`src/hw/aws_pkg.sv`:
```
// Constants and types shared by the auto wake/sleep controller
package aws_pkg;

    // ----------------------------------------
    // Register offsets
    // ----------------------------------------
    localparam logic [7:0] ADDR_INACT = 8'h29;
    localparam logic [7:0] ADDR_CTRL_ONE = 8'h2a;
    localparam logic [7:0] ADDR_CTRL_TWO = 8'h2b;
    localparam logic [7:0] ADDR_WAKE_SEL = 8'h2c;
    localparam logic [7:0] ADDR_IRQ_EN = 8'h2d;

    // ----------------------------------------
    // Field positions and reset values
    // ----------------------------------------
    localparam int CTRL1_SLEEP_RATE_LSB = 6;
    localparam int CTRL1_WAKE_RATE_LSB = 3;
    localparam int CTRL1_ACTIVE_BIT = 0;
    localparam int CTRL2_SOFT_RST_BIT = 6;
    localparam int CTRL2_AUTO_SLEEP_BIT = 2;
    localparam int WSEL_FIFO_GATE_BIT = 7;
    localparam int WSEL_SRC_LSB = 3;
    localparam int IRQ_SW_BIT = 7;
    localparam int IRQ_SRC_LSB = 2;
    localparam logic [7:0] RESET_VALUE = 8'h00;

    // Wake-capable source order inside the four-bit source fields
    localparam int SRC_FFMT = 0;
    localparam int SRC_TAP = 1;
    localparam int SRC_ORIENT = 2;
    localparam int TRANSIENT_EVENT = 3;
    localparam int NUM_SRC = 4;

    // ----------------------------------------
    // Timing
    // ----------------------------------------
    localparam int CLK_PERIOD_PS = 5000;
    localparam int BASE_PERIOD_US = 1250;
    localparam int BASE_TICK_CYCLES = BASE_PERIOD_US * 1000 * 1000 / CLK_PERIOD_PS;
    localparam int INACT_STEP_MS = 320;
    localparam int SLOW_INACT_STEP_MS = 640;
    localparam logic [9:0] INACT_STEP_TICKS = 10'(INACT_STEP_MS * 1000 / BASE_PERIOD_US);
    localparam logic [9:0] SLOW_STEP_TICKS = 10'(SLOW_INACT_STEP_MS * 1000 / BASE_PERIOD_US);
    localparam logic [2:0] RATE_SLOWEST = 3'h7;
    localparam logic SLEEP_RATE_PREFIX = 1'b1;

    typedef enum logic [1:0] {MODE_STANDBY, MODE_WAKE, MODE_SLEEP} aws_mode_e;

    // Base ticks per sample, as a power of two: 800 Hz down to 1.56 Hz
    function automatic logic [8:0] aws_rate_mask(input logic [2:0] code);
        logic [8:0] m;
        m = 9'h000;
        unique case (code)
            3'h0: m = 9'h000;
            3'h1: m = 9'h001;
            3'h2: m = 9'h003;
            3'h3: m = 9'h007;
            3'h4: m = 9'h00f;
            3'h5: m = 9'h03f;
            3'h6: m = 9'h07f;
            3'h7: m = 9'h1ff;
        endcase
        return m;
    endfunction

endpackage

```
`src/hw/aws_rate_tick.sv`:
```
// Base tick and sample-rate tick divider
`timescale 1ns/1ps
module aws_rate_tick
    import aws_pkg::*;
#(
    parameter int BASE_CYCLES = BASE_TICK_CYCLES
)
(
    input wire logic core_clk, // System clock
    input wire logic rst, // Synchronous reset
    input wire logic [2:0] rate_code, // Effective rate code
    output logic base_tick, // One pulse per 1.25 ms
    output logic rate_tick // One pulse per sample period
);
    localparam int CW = $clog2(BASE_CYCLES);
    localparam logic [CW-1:0] CNT_MAX = CW'(BASE_CYCLES - 1);

    logic [CW-1:0] cnt;
    logic [CW-1:0] next_cnt;
    logic [8:0] pre;
    logic [8:0] next_pre;
    logic next_base;
    logic next_rate;

    always_comb
    begin
        next_cnt = cnt + CW'(1);
        next_pre = pre;
        next_base = 1'b0;
        next_rate = 1'b0;
        if (cnt == CNT_MAX)
        begin
            next_cnt = '0;
            next_pre = pre + 9'h001;
            next_base = 1'b1;
            // Free-running prescale keeps slow rates phase-aligned
            next_rate = (pre & aws_rate_mask(rate_code)) == 9'h000;
        end
    end

    always_ff @(posedge core_clk)
    begin
        if (rst)
        begin
            cnt <= '0;
            pre <= 9'h000;
            base_tick <= 1'b0;
            rate_tick <= 1'b0;
        end
        else
        begin
            cnt <= next_cnt;
            pre <= next_pre;
            base_tick <= next_base;
            rate_tick <= next_rate;
        end
    end
endmodule

```
`src/hw/aws_ctrl.sv`:
```
// Auto wake/sleep controller: registers, inactivity timer, mode machine
//
// Overview of operation
// - Eight-bit inactivity duration register
// - Expiry with auto-sleep enabled enters sleep
// - Sleep replaces wake rate with sleep rate
// - Step 320 ms, or 640 ms at slowest
// - Interrupt-enabled function events and FIFO events restart inactivity timer
// - Only four detection functions wake; FIFO never
// - Functions keep running at sleep rate
// - Unselected function events never wake device
// - Transition and data-ready events ignored
// - FIFO gate holds data until host flush
// - Gated FIFO refuses samples, transitions proceed
// - Auto-sleep off: standby and wake only
// - Enabled transition interrupt on every wake/sleep change, none to or from standby
// - Sleep-rate codes: 50, 12.5, 6.25, 1.56
// - Wake-rate codes: 800 down to 1.56 Hz
// - Sleep rate overrides every block's rate
`timescale 1ns/1ps
module aws_ctrl
    import aws_pkg::*;
#(
    parameter int BASE_CYCLES = BASE_TICK_CYCLES
)
(
    input wire logic core_clk, // System clock, 200 MHz
    input wire logic rst, // Synchronous reset, active high
    input wire logic reg_wr, // Register write strobe
    input wire logic reg_rd, // Register read strobe
    input wire logic [7:0] reg_addr, // Register offset
    input wire logic [7:0] reg_wdata, // Write data
    output logic [7:0] reg_rdata, // Read data, valid cycle after reg_rd
    input wire logic transient_event, // Transient detected pulse
    input wire logic orientation_event, // Orientation change pulse
    input wire logic tap_event, // Tap detected pulse
    input wire logic freefall_motion_event, // Freefall/motion pulse
    input wire logic fifo_event, // FIFO gate activity pulse
    input wire logic fifo_flush, // Host flushed the FIFO
    output logic [2:0] sample_rate, // Effective rate code
    output logic sample_tick, // One pulse per sample
    output aws_mode_e sys_mode, // Standby, wake or sleep
    output logic sleep_wake_event, // Transition interrupt pulse
    output logic fifo_accept // FIFO may store samples
);
    // ----------------------------------------
    // Registers
    // ----------------------------------------
    logic [7:0] inactivity_duration, next_inactivity_duration;
    logic [7:0] system_control_one, next_system_control_one;
    logic auto_sleep_en, next_auto_sleep_en;
    logic [7:0] wake_select_reg, next_wake_select_reg;
    logic [7:0] irq_enable_reg, next_irq_enable_reg;
    logic [7:0] next_rdata;
    logic soft_rst;

    always_comb
    begin
        soft_rst = reg_wr && reg_addr == ADDR_CTRL_TWO && reg_wdata[CTRL2_SOFT_RST_BIT];
        next_inactivity_duration = inactivity_duration;
        next_system_control_one = system_control_one;
        next_auto_sleep_en = auto_sleep_en;
        next_wake_select_reg = wake_select_reg;
        next_irq_enable_reg = irq_enable_reg;
        next_rdata = reg_rdata;
        if (soft_rst)
        begin
            next_inactivity_duration = RESET_VALUE;
            next_system_control_one = RESET_VALUE;
            next_auto_sleep_en = RESET_VALUE[CTRL2_AUTO_SLEEP_BIT];
            next_wake_select_reg = RESET_VALUE;
            next_irq_enable_reg = RESET_VALUE;
        end
        else if (reg_wr)
        begin
            unique case (reg_addr)
                ADDR_INACT: next_inactivity_duration = reg_wdata;
                ADDR_CTRL_ONE:
                begin
                    // Rate fields only change in standby
                    if (sys_mode == MODE_STANDBY)
                        next_system_control_one = reg_wdata;
                    else
                        next_system_control_one[CTRL1_ACTIVE_BIT] = reg_wdata[CTRL1_ACTIVE_BIT];
                end
                ADDR_CTRL_TWO: next_auto_sleep_en = reg_wdata[CTRL2_AUTO_SLEEP_BIT];
                ADDR_WAKE_SEL: next_wake_select_reg = reg_wdata;
                ADDR_IRQ_EN: next_irq_enable_reg = reg_wdata;
                default: ;
            endcase
        end
        if (reg_rd)
        begin
            unique case (reg_addr)
                ADDR_INACT: next_rdata = inactivity_duration;
                ADDR_CTRL_ONE: next_rdata = system_control_one;
                ADDR_CTRL_TWO: next_rdata = {5'h00, auto_sleep_en, 2'h0};
                ADDR_WAKE_SEL: next_rdata = wake_select_reg;
                ADDR_IRQ_EN: next_rdata = irq_enable_reg;
                default: next_rdata = 8'h00;
            endcase
        end
    end

    always_ff @(posedge core_clk)
    begin
        if (rst)
        begin
            inactivity_duration <= RESET_VALUE;
            system_control_one <= RESET_VALUE;
            auto_sleep_en <= RESET_VALUE[CTRL2_AUTO_SLEEP_BIT];
            wake_select_reg <= RESET_VALUE;
            irq_enable_reg <= RESET_VALUE;
            reg_rdata <= 8'h00;
        end
        else
        begin
            inactivity_duration <= next_inactivity_duration;
            system_control_one <= next_system_control_one;
            auto_sleep_en <= next_auto_sleep_en;
            wake_select_reg <= next_wake_select_reg;
            irq_enable_reg <= next_irq_enable_reg;
            reg_rdata <= next_rdata;
        end
    end

    // ----------------------------------------
    // Rate selection and ticks
    // ----------------------------------------
    logic active;
    logic [2:0] wake_rate_sel;
    logic [1:0] sleep_rate_sel;
    logic base_tick;

    assign active = system_control_one[CTRL1_ACTIVE_BIT];
    assign wake_rate_sel = system_control_one[CTRL1_WAKE_RATE_LSB +: 3];
    assign sleep_rate_sel = system_control_one[CTRL1_SLEEP_RATE_LSB +: 2];
    // Sleep codes map onto the four slowest wake codes
    assign sample_rate = (sys_mode == MODE_SLEEP) ? {SLEEP_RATE_PREFIX, sleep_rate_sel}
                                                   : wake_rate_sel;

    aws_rate_tick #(.BASE_CYCLES(BASE_CYCLES)) u_tick
    (
        .core_clk(core_clk),
        .rst(rst),
        .rate_code(sample_rate),
        .base_tick(base_tick),
        .rate_tick(sample_tick)
    );

    // ----------------------------------------
    // Inactivity timer
    // ----------------------------------------
    logic [NUM_SRC-1:0] src_vec;
    logic [NUM_SRC-1:0] src_irq_en;
    logic [NUM_SRC-1:0] src_wake_sel;
    logic restart_hit;
    logic wake_hit;
    logic expired;
    logic [9:0] step_limit;
    logic [9:0] step_cnt, next_step_cnt;
    logic [7:0] inact_steps, next_inact_steps;

    assign src_vec = {transient_event, orientation_event, tap_event, freefall_motion_event};
    assign src_irq_en = irq_enable_reg[IRQ_SRC_LSB +: NUM_SRC];
    assign src_wake_sel = wake_select_reg[WSEL_SRC_LSB +: NUM_SRC];
    // Transition and data-ready events are not inputs here at all
    assign restart_hit = |(src_vec & src_irq_en) || fifo_event;
    assign wake_hit = |(src_vec & src_irq_en & src_wake_sel);
    assign step_limit = (wake_rate_sel == RATE_SLOWEST) ? SLOW_STEP_TICKS
                                                        : INACT_STEP_TICKS;
    assign expired = inact_steps >= inactivity_duration;

    always_comb
    begin
        next_step_cnt = step_cnt;
        next_inact_steps = inact_steps;
        if (sys_mode != MODE_WAKE || restart_hit || soft_rst)
        begin
            next_step_cnt = 10'h000;
            next_inact_steps = 8'h00;
        end
        else if (base_tick)
        begin
            if (step_cnt == step_limit - 10'h001)
            begin
                next_step_cnt = 10'h000;
                if (inact_steps != 8'hff)
                    next_inact_steps = inact_steps + 8'h01;
            end
            else
                next_step_cnt = step_cnt + 10'h001;
        end
    end

    always_ff @(posedge core_clk)
    begin
        if (rst)
        begin
            step_cnt <= 10'h000;
            inact_steps <= 8'h00;
        end
        else
        begin
            step_cnt <= next_step_cnt;
            inact_steps <= next_inact_steps;
        end
    end

    // ----------------------------------------
    // Mode machine, transition event, FIFO gate
    // ----------------------------------------
    aws_mode_e next_mode;
    logic sw_change;
    logic fifo_hold, next_fifo_hold;
    logic next_sw_event;

    always_comb
    begin
        next_mode = sys_mode;
        unique case (sys_mode)
            MODE_STANDBY: if (active) next_mode = MODE_WAKE;
            MODE_WAKE:
            begin
                if (!active)
                    next_mode = MODE_STANDBY;
                else if (auto_sleep_en && expired)
                    next_mode = MODE_SLEEP;
            end
            MODE_SLEEP:
            begin
                if (!active)
                    next_mode = MODE_STANDBY;
                else if (!auto_sleep_en || wake_hit)
                    next_mode = MODE_WAKE;
            end
            default: next_mode = MODE_STANDBY;
        endcase
        if (soft_rst)
            next_mode = MODE_STANDBY;
        sw_change = (sys_mode == MODE_WAKE && next_mode == MODE_SLEEP)
                 || (sys_mode == MODE_SLEEP && next_mode == MODE_WAKE);
        next_sw_event = sw_change && irq_enable_reg[IRQ_SW_BIT];
        // A transition in the flush cycle still holds the FIFO
        next_fifo_hold = (sw_change && wake_select_reg[WSEL_FIFO_GATE_BIT])
                      || (fifo_hold && !fifo_flush && !soft_rst);
    end

    always_ff @(posedge core_clk)
    begin
        if (rst)
        begin
            sys_mode <= MODE_STANDBY;
            sleep_wake_event <= 1'b0;
            fifo_hold <= 1'b0;
        end
        else
        begin
            sys_mode <= next_mode;
            sleep_wake_event <= next_sw_event;
            fifo_hold <= next_fifo_hold;
        end
    end

    assign fifo_accept = !fifo_hold;
endmodule

```
`config.mk`:
```
export PLATFORM = sky130hd
export DESIGN_NAME = aws_ctrl
export DESIGN_NICKNAME = d
export VERILOG_FILES = /design/src/hw/aws_pkg.sv /design/src/hw/aws_rate_tick.sv /design/src/hw/aws_ctrl.sv
export SDC_FILE = /design/constraint.sdc
export NUM_CORES = 1
export LEC_CHECK = 0
export ABC_AREA = 0
export BUFFER_PORTS_ARGS = -buffer_cell sky130_fd_sc_hd__buf_2
export CAP_MARGIN = 20
export CORE_ASPECT_RATIO = 1.25
export CORE_MARGIN = 4
export CORE_UTILIZATION = 40
export DETAILED_ROUTE_END_ITERATION = 16
export PLACE_DENSITY = 0.59
export SYNTH_ARGS = -nofsm -noshare
export SYNTH_HDL_FRONTEND = slang
export SYNTH_SLANG_ARGS = --single-unit
```
`constraint.sdc`:
```
create_clock -name core_clk -period 2.2 [get_ports core_clk]
set_input_delay 0.11 -clock core_clk [delete_from_list [all_inputs] [get_ports core_clk]]
set_output_delay 0.11 -clock core_clk [all_outputs]
set_load 0.01 [all_outputs]
```
==> Word level (Yosys, flattened, before mapping) <==
Memory sizes are Yosys's and may differ from the RTL's.
Index checks and enable logic that the tools add are counted.
{ "classes": {"n_addsub": 5, "magnitude_cmp": 1, "eq_ne": 14, "mux": 13, "n_bitwise": 4, "reduce_logical": 34} }
{ "op_table": {"columns": ["op", "count"], "rows": [
  ["$eq A8 B6 Y1 const B", 5],
  ["$pmux W8 S5", 1],
  ["$mux W10", 2],
  ["$add A18 B1 Y18 const B", 1],
  ["$eq A18 B18 Y1 const B", 1],
  ["$mux W2", 6],
  ["$add A10 B1 Y10 const B", 1],
  ["$eq A10 B10 Y1", 1],
  ["$reduce_and A2 Y1", 5],
  ["$sub A10 B1 Y10 const B", 1],
  ["$add A9 B1 Y9 const B", 1],
  ["$and A9 B9 Y9", 1],
  ["$logic_and A1 B1 Y1", 9],
  ["$logic_not A9 Y1", 1],
  ["$mux W9", 1],
  ["$add A8 B1 Y8 const B", 1],
  ["$and A4 B4 Y4", 2],
  ["$ge A8 B8 Y1", 1],
  ["$ne A8 B8 Y1 const B", 1],
  ["$reduce_or A2 Y1", 4],
  ["$reduce_or A4 Y1", 2],
  ["$logic_or A1 B1 Y1", 6],
  ["$pmux W2 S3", 1],
  ["$reduce_and A3 Y1", 2],
  ["9 further kinds", 14]
]} }
{ "word_totals": {"regBits": 92, "mem_bits_ro": 72, "inputBits": 26, "out_inout_bits": 16, "wordCells": 88, "mem_count": 1} }
{ "memory_table": {"columns": ["memory", "depth", "width", "rd", "rd_clocked_by_memory_dff", "wr", "line", "rtl"], "rows": [
  ["(no name shown)", 8, 9, 1, 0, 0, "aws_pkg.sv:53", "unique case (code)"]
]} }

==> Logic depth before layout (Yosys ltp) <==
{ "logic_depth": {"depth_word": 13, "ltp_mapped": 8, "ltp_nobuf": 7} }

==> Cells and area by module <==
From an unflattened synthesis, not the netlist that was laid out.
{ "hier_totals": {"cells_unflattened": 500, "area_unflattened_um2": 4566.9} }
{ "modules_own_cells": {"columns": ["mod", "instances", "cells_each", "area_per_inst_um2", "seq_area_each_um2"], "rows": [
  ["aws_ctrl", 1, 339, 3146.8, 1261.2],
  ["aws_rate_tick", 1, 161, 1420.1, 580.6]
]} }

==> Least setup slack after synthesis <==
Ideal clock, no wire load.
{ "synth_path": {"path_type": "reg2reg", "start": "register u_tick.cnt[0]", "end": "register u_tick.pre[8]", "setup_ns": 0.121, "t_arrival_ns": 2.032, "required_ns": 2.079, "path_slack_ns": 0.048, "path_stages_with_launch": 8, "path_buffers": 1, "synth_period_minus_slack_ns": 2.152, "cell_sequence": "dfxtp_1 ha_1 and4_1 nand4_1 or2_1 clkbuf_1 nor4_2 mux2_2"} }
{ "synth_between": {"elab_chain_cells": 1} }
{ "synth_lines": {"columns": ["element", "line", "rtl"], "rows": [
  ["start, declared", "aws_rate_tick.sv:18", "logic [CW-1:0] cnt;"],
  ["start signal, assigned", "aws_rate_tick.sv:52", "cnt <= next_cnt;"],
  ["$eq A18 B18 Y1", "aws_rate_tick.sv:31", "if (cnt == CNT_MAX)"],
  ["end signal, assigned", "aws_rate_tick.sv:53", "pre <= next_pre;"],
  ["end, declared", "aws_rate_tick.sv:20", "logic [8:0] pre;"]
]} }
No other way between the ends.
A chain may end at the register's enable or synchronous reset.

==> Final worst setup path <==
{ "layout_path": {"start": "register inact_steps[0]", "end": "register sys_mode[0]"} }
{ "layout_between": {"elab_chain_cells": 6} }
{ "layout_lines": {"columns": ["element", "line", "rtl"], "rows": [
  ["start, declared", "aws_ctrl.sv:162", "logic [7:0] inact_steps, next_inact_steps;"],
  ["start signal, assigned", "aws_ctrl.sv:206", "inact_steps <= next_inact_steps;"],
  ["$ge A8 B8 Y1", "aws_ctrl.sv:172", "assign expired = inact_steps >= inactivity_duration;"],
  ["$logic_and A1 B1 Y1", "aws_ctrl.sv:227", "else if (auto_sleep_en && expired)"],
  ["$mux W2", "aws_ctrl.sv:227", null],
  ["$mux W2", "aws_ctrl.sv:225", "if (!active)"],
  ["$pmux W2 S3", "aws_ctrl.sv:221", "unique case (sys_mode)"],
  ["$mux W2", "aws_ctrl.sv:239", "if (soft_rst)"],
  ["end signal, assigned", "aws_ctrl.sv:259", "sys_mode <= next_mode;"],
  ["end, declared", "aws_ctrl.sv:42", "output aws_mode_e sys_mode,"]
]} }
No other way between the ends.

==> summary.txt <==
Sw Pwr = 844.0 uW
max FFs per register = 18
All-Layer GR Usage = 17.51%
Relative slew margins = 65.00%
multi-input logic area = 2414 um2
fin crit period = 2.016 ns
Post-synth EDFFs = 0
CP Class = flip-flop to flip-flop
Mapped Nets = 540
DRT Pass-1 Iters = 5
Ant. Diodes = 0
Startpoint Class = flip-flop
Max Cap Viol = 0
first-pass GRT wire length = 17740 um
Worst R2R End = sys_mode[0]$_SDFF_PP0_
ys async rst share = 0%
Crit path arrival time = 2.30 ns
setup TNS = 0 ns
total power = 3.366 mW
Setup WS post-layout = 0.1841 ns
Tcrit/Tclk final = 91.63%
Top Registers = u_tick.cnt x18, step_cnt x10, u_tick.pre x9
Worst Hold Launch = reg_wdata[1]
Net Sw Frac = 25.07%
vias in the first global route = 3580
Logic pwr share = 3.6%
clk_skew = 0.01093 ns
ANT nets after route = 0
clk sinks = 92
RSZ-0062 raised after global routing = no
leakage = 2.122 nW
CP Capture Point = sys_mode[0]$_SDFF_PP0_
CP startpoint = inact_steps[0]$_SDFFE_PP0P_
Util after Layout = 48.67%
initial core utilization = 41.37%
Max rail drop VDD = 0.3998 mV
register area = 1842 um2
full die area = 12790 um2
Crit. End Element = flip-flop
GPL Wtd Cong = 0.8416
commonest cells after routing, fill and taps aside = 92 x dfxtp_1, 87 x nor2_1, 41 x buf_2
Synth Instances = 502
slowest CP cell = or3b_2
area share of the largest cell type after synthesis = 41.74%
Mapped Area = 4413 um2
Vias = 3703
number of synthesized register bits = 92
Reg2Reg Depth = 7
f_max = 0.4960 GHz
pwr dens = 648.3 nW/um2
final setup fails = 0
HPWL Detailed = 8010 um
CTS tree = built
post-DR vias/cell = 5.336
Die X = 101.9 um
R2R Setup Slk = 0.18 ns
initial antenna violation count = 0
Hold WC Path Type = input port to flip-flop
Avg WL per Cell = 15.62 um
number of DRC markers in iteration 0 = 121
Clk pwr share = 46.7%
Worst Tran Pin Value = 0.5231 ns
CTS max path bufs = 2
crit-path max FO = 3
reg2reg start = inact_steps[0]$_SDFFE_PP0P_
Final #Nets = 595
Synth warnings = 0
# fillers = 1026
commonest non-fill, non-tap cell in the layout = dfxtp_1
number of I/O port buffers = 41
synthesized area per cell = 8.791 um2
area leader, netlist = dfxtp_1
critical path's largest stage delay = 0.48 ns
pin count of the biggest net entering global routing = 35
ys flop type = dfxtp_1
Post-Route WL = 10840 um
Pint = 2.522 mW
Cell Rows = 42
Setup WS pre-CTS = 0.05630 ns
H-tree Lvls = 3
gr ovfl total = 0
CTS Buf Count = 9
Slew Limit Fails = 0
postcts setup bufs = 0
root buffer cell = clkbuf_16
status = complete, no violations
Post-route DRC = 0
IO Pins = 42
WP data required = 2.48 ns
top cells by area, synth = dfxtp_1 42%, mux2i_1 7.7%, nor2_1 7.4%, xor2_1 4.0%, ha_1 3.4%
clock latency on the worst-skew pair = 0.35 ns
Seq pwr share = 49.8%
DIE HEIGHT = 125.4 um
Synth-to-Final Area Change = 17.66%
Reg with most FFs = u_tick.cnt
clock slew at reported path FFs = 0.07 ns
Final Hold Fails = 0
register area share after synthesis = 41.74%
total core area = 10670 um2
share of layout cells above drive strength 1 = 16.73%
Cell Chain, Critical Path = inv_1 -> ha_1 -> nand2b_1 -> a2111oi_0 -> a2111oi_1 -> or3b_2 -> a21oi_1
count of cell types in the netlist = 53
stage by stage:
stage,area [um2],cells,hold WS [ns]
6_report,5192,694,0.05738
5_1_grt,5192,694,0.07111
4_1_cts,5187,694,0.06169
3_5_place_dp,4866,676,0.3534
3_3_place_gp,4866,676,0.3485
2_1_floorplan,4413,502,0.2187
power by group through the flow:
stage	Combinational [mW]	Sequential [mW]	Clock (mW)
floorplan	0.0587	1.71	0
global placement	0.115	1.71	0
detailed placement	0.117	1.71	0
CTS	0.120	1.68	1.60
global route	0.132	1.68	1.68
finish	0.120	1.68	1.57
worst min path at each step:
| stage | endpoint | slack [ns] | cells after the start |
|---|---|---|---|
| 2_1_floorplan | reg_rdata[2]$_SDFFE_PP0P_ | 0.22 | 1 |
| 3_3_place_gp | fifo_hold$_SDFF_PP0_ | 0.35 | 2 |
| 3_5_place_dp | fifo_hold$_SDFF_PP0_ | 0.35 | 2 |
| 4_1_cts | wake_select_reg[1]$_SDFFE_PP0P_ | 0.06 | 3 |
| 5_1_grt | irq_enable_reg[5]$_SDFFE_PP0P_ | 0.07 | 3 |
| 6_report | wake_select_reg[1]$_SDFFE_PP0P_ | 0.06 | 3 |
per-layer routing:
metal,global-route usage (%),part of all wire [%]
met1,21.72,44
met2,29.31,50
met3,3.064,3.1
met4,7.799,3.2
met5,0,0
Yosys cell counts, drive strengths merged (5+ instances only):
cell	instances
dfxtp	92
nor2	87
mux2i	34
nand2	34
nand3	24
inv	20
nand4	20
xor2	20
o21ai	17
xnor2	15
clkbuf	14
a21oi	13
ha	12
and3	8
a22oi	7
nor3	7
nor4	7
a22o	6
buf	6
nor2b	5
cells by family (layout without fill, tap and decap cells):
kind of cell    after synthesis  after routing  share of synthesized area, %
buf+inv                      40            100                         3.686
compound gates               67             67                         10.72
mux                          38             38                         8.733
flops                        92             92                         41.74
xor+xnor                     35             35                         6.947
simple gates                218            218                         24.78
fa+ha+maj                    12             12                         3.402
critical path, delay by kind of cell, from the launching register on:
| family | cells | cell delay (ns) |
|---|---|---|
| AND/OR/NAND/NOR | 2 | 0.61 |
| flip-flops | 1 | 0.36 |
| buffers and inverters | 1 | 0.08 |
| AO/OA/AOI/OAI | 3 | 0.64 |
| adder cells (fa/ha/maj) | 1 | 0.26 |
area by class of cell:
type / instances / share of cell area, %
clock inverters: 7 / 1.470
flip-flops and latches: 92 / 35.47
inverters: 20 / 1.446
well taps: 132 / 3.181
multi-input cells: 370 / 46.48
repair buffers: 64 / 7.614
clock buffers: 9 / 4.337
what timing repair did:
item	CTS	global route
gates resized for setup	0	3
hold endpoints to repair	2	0
hold buffers	2	0
endpoints found under the setup margin	0	4
Power figures use the tool's default switching activity.
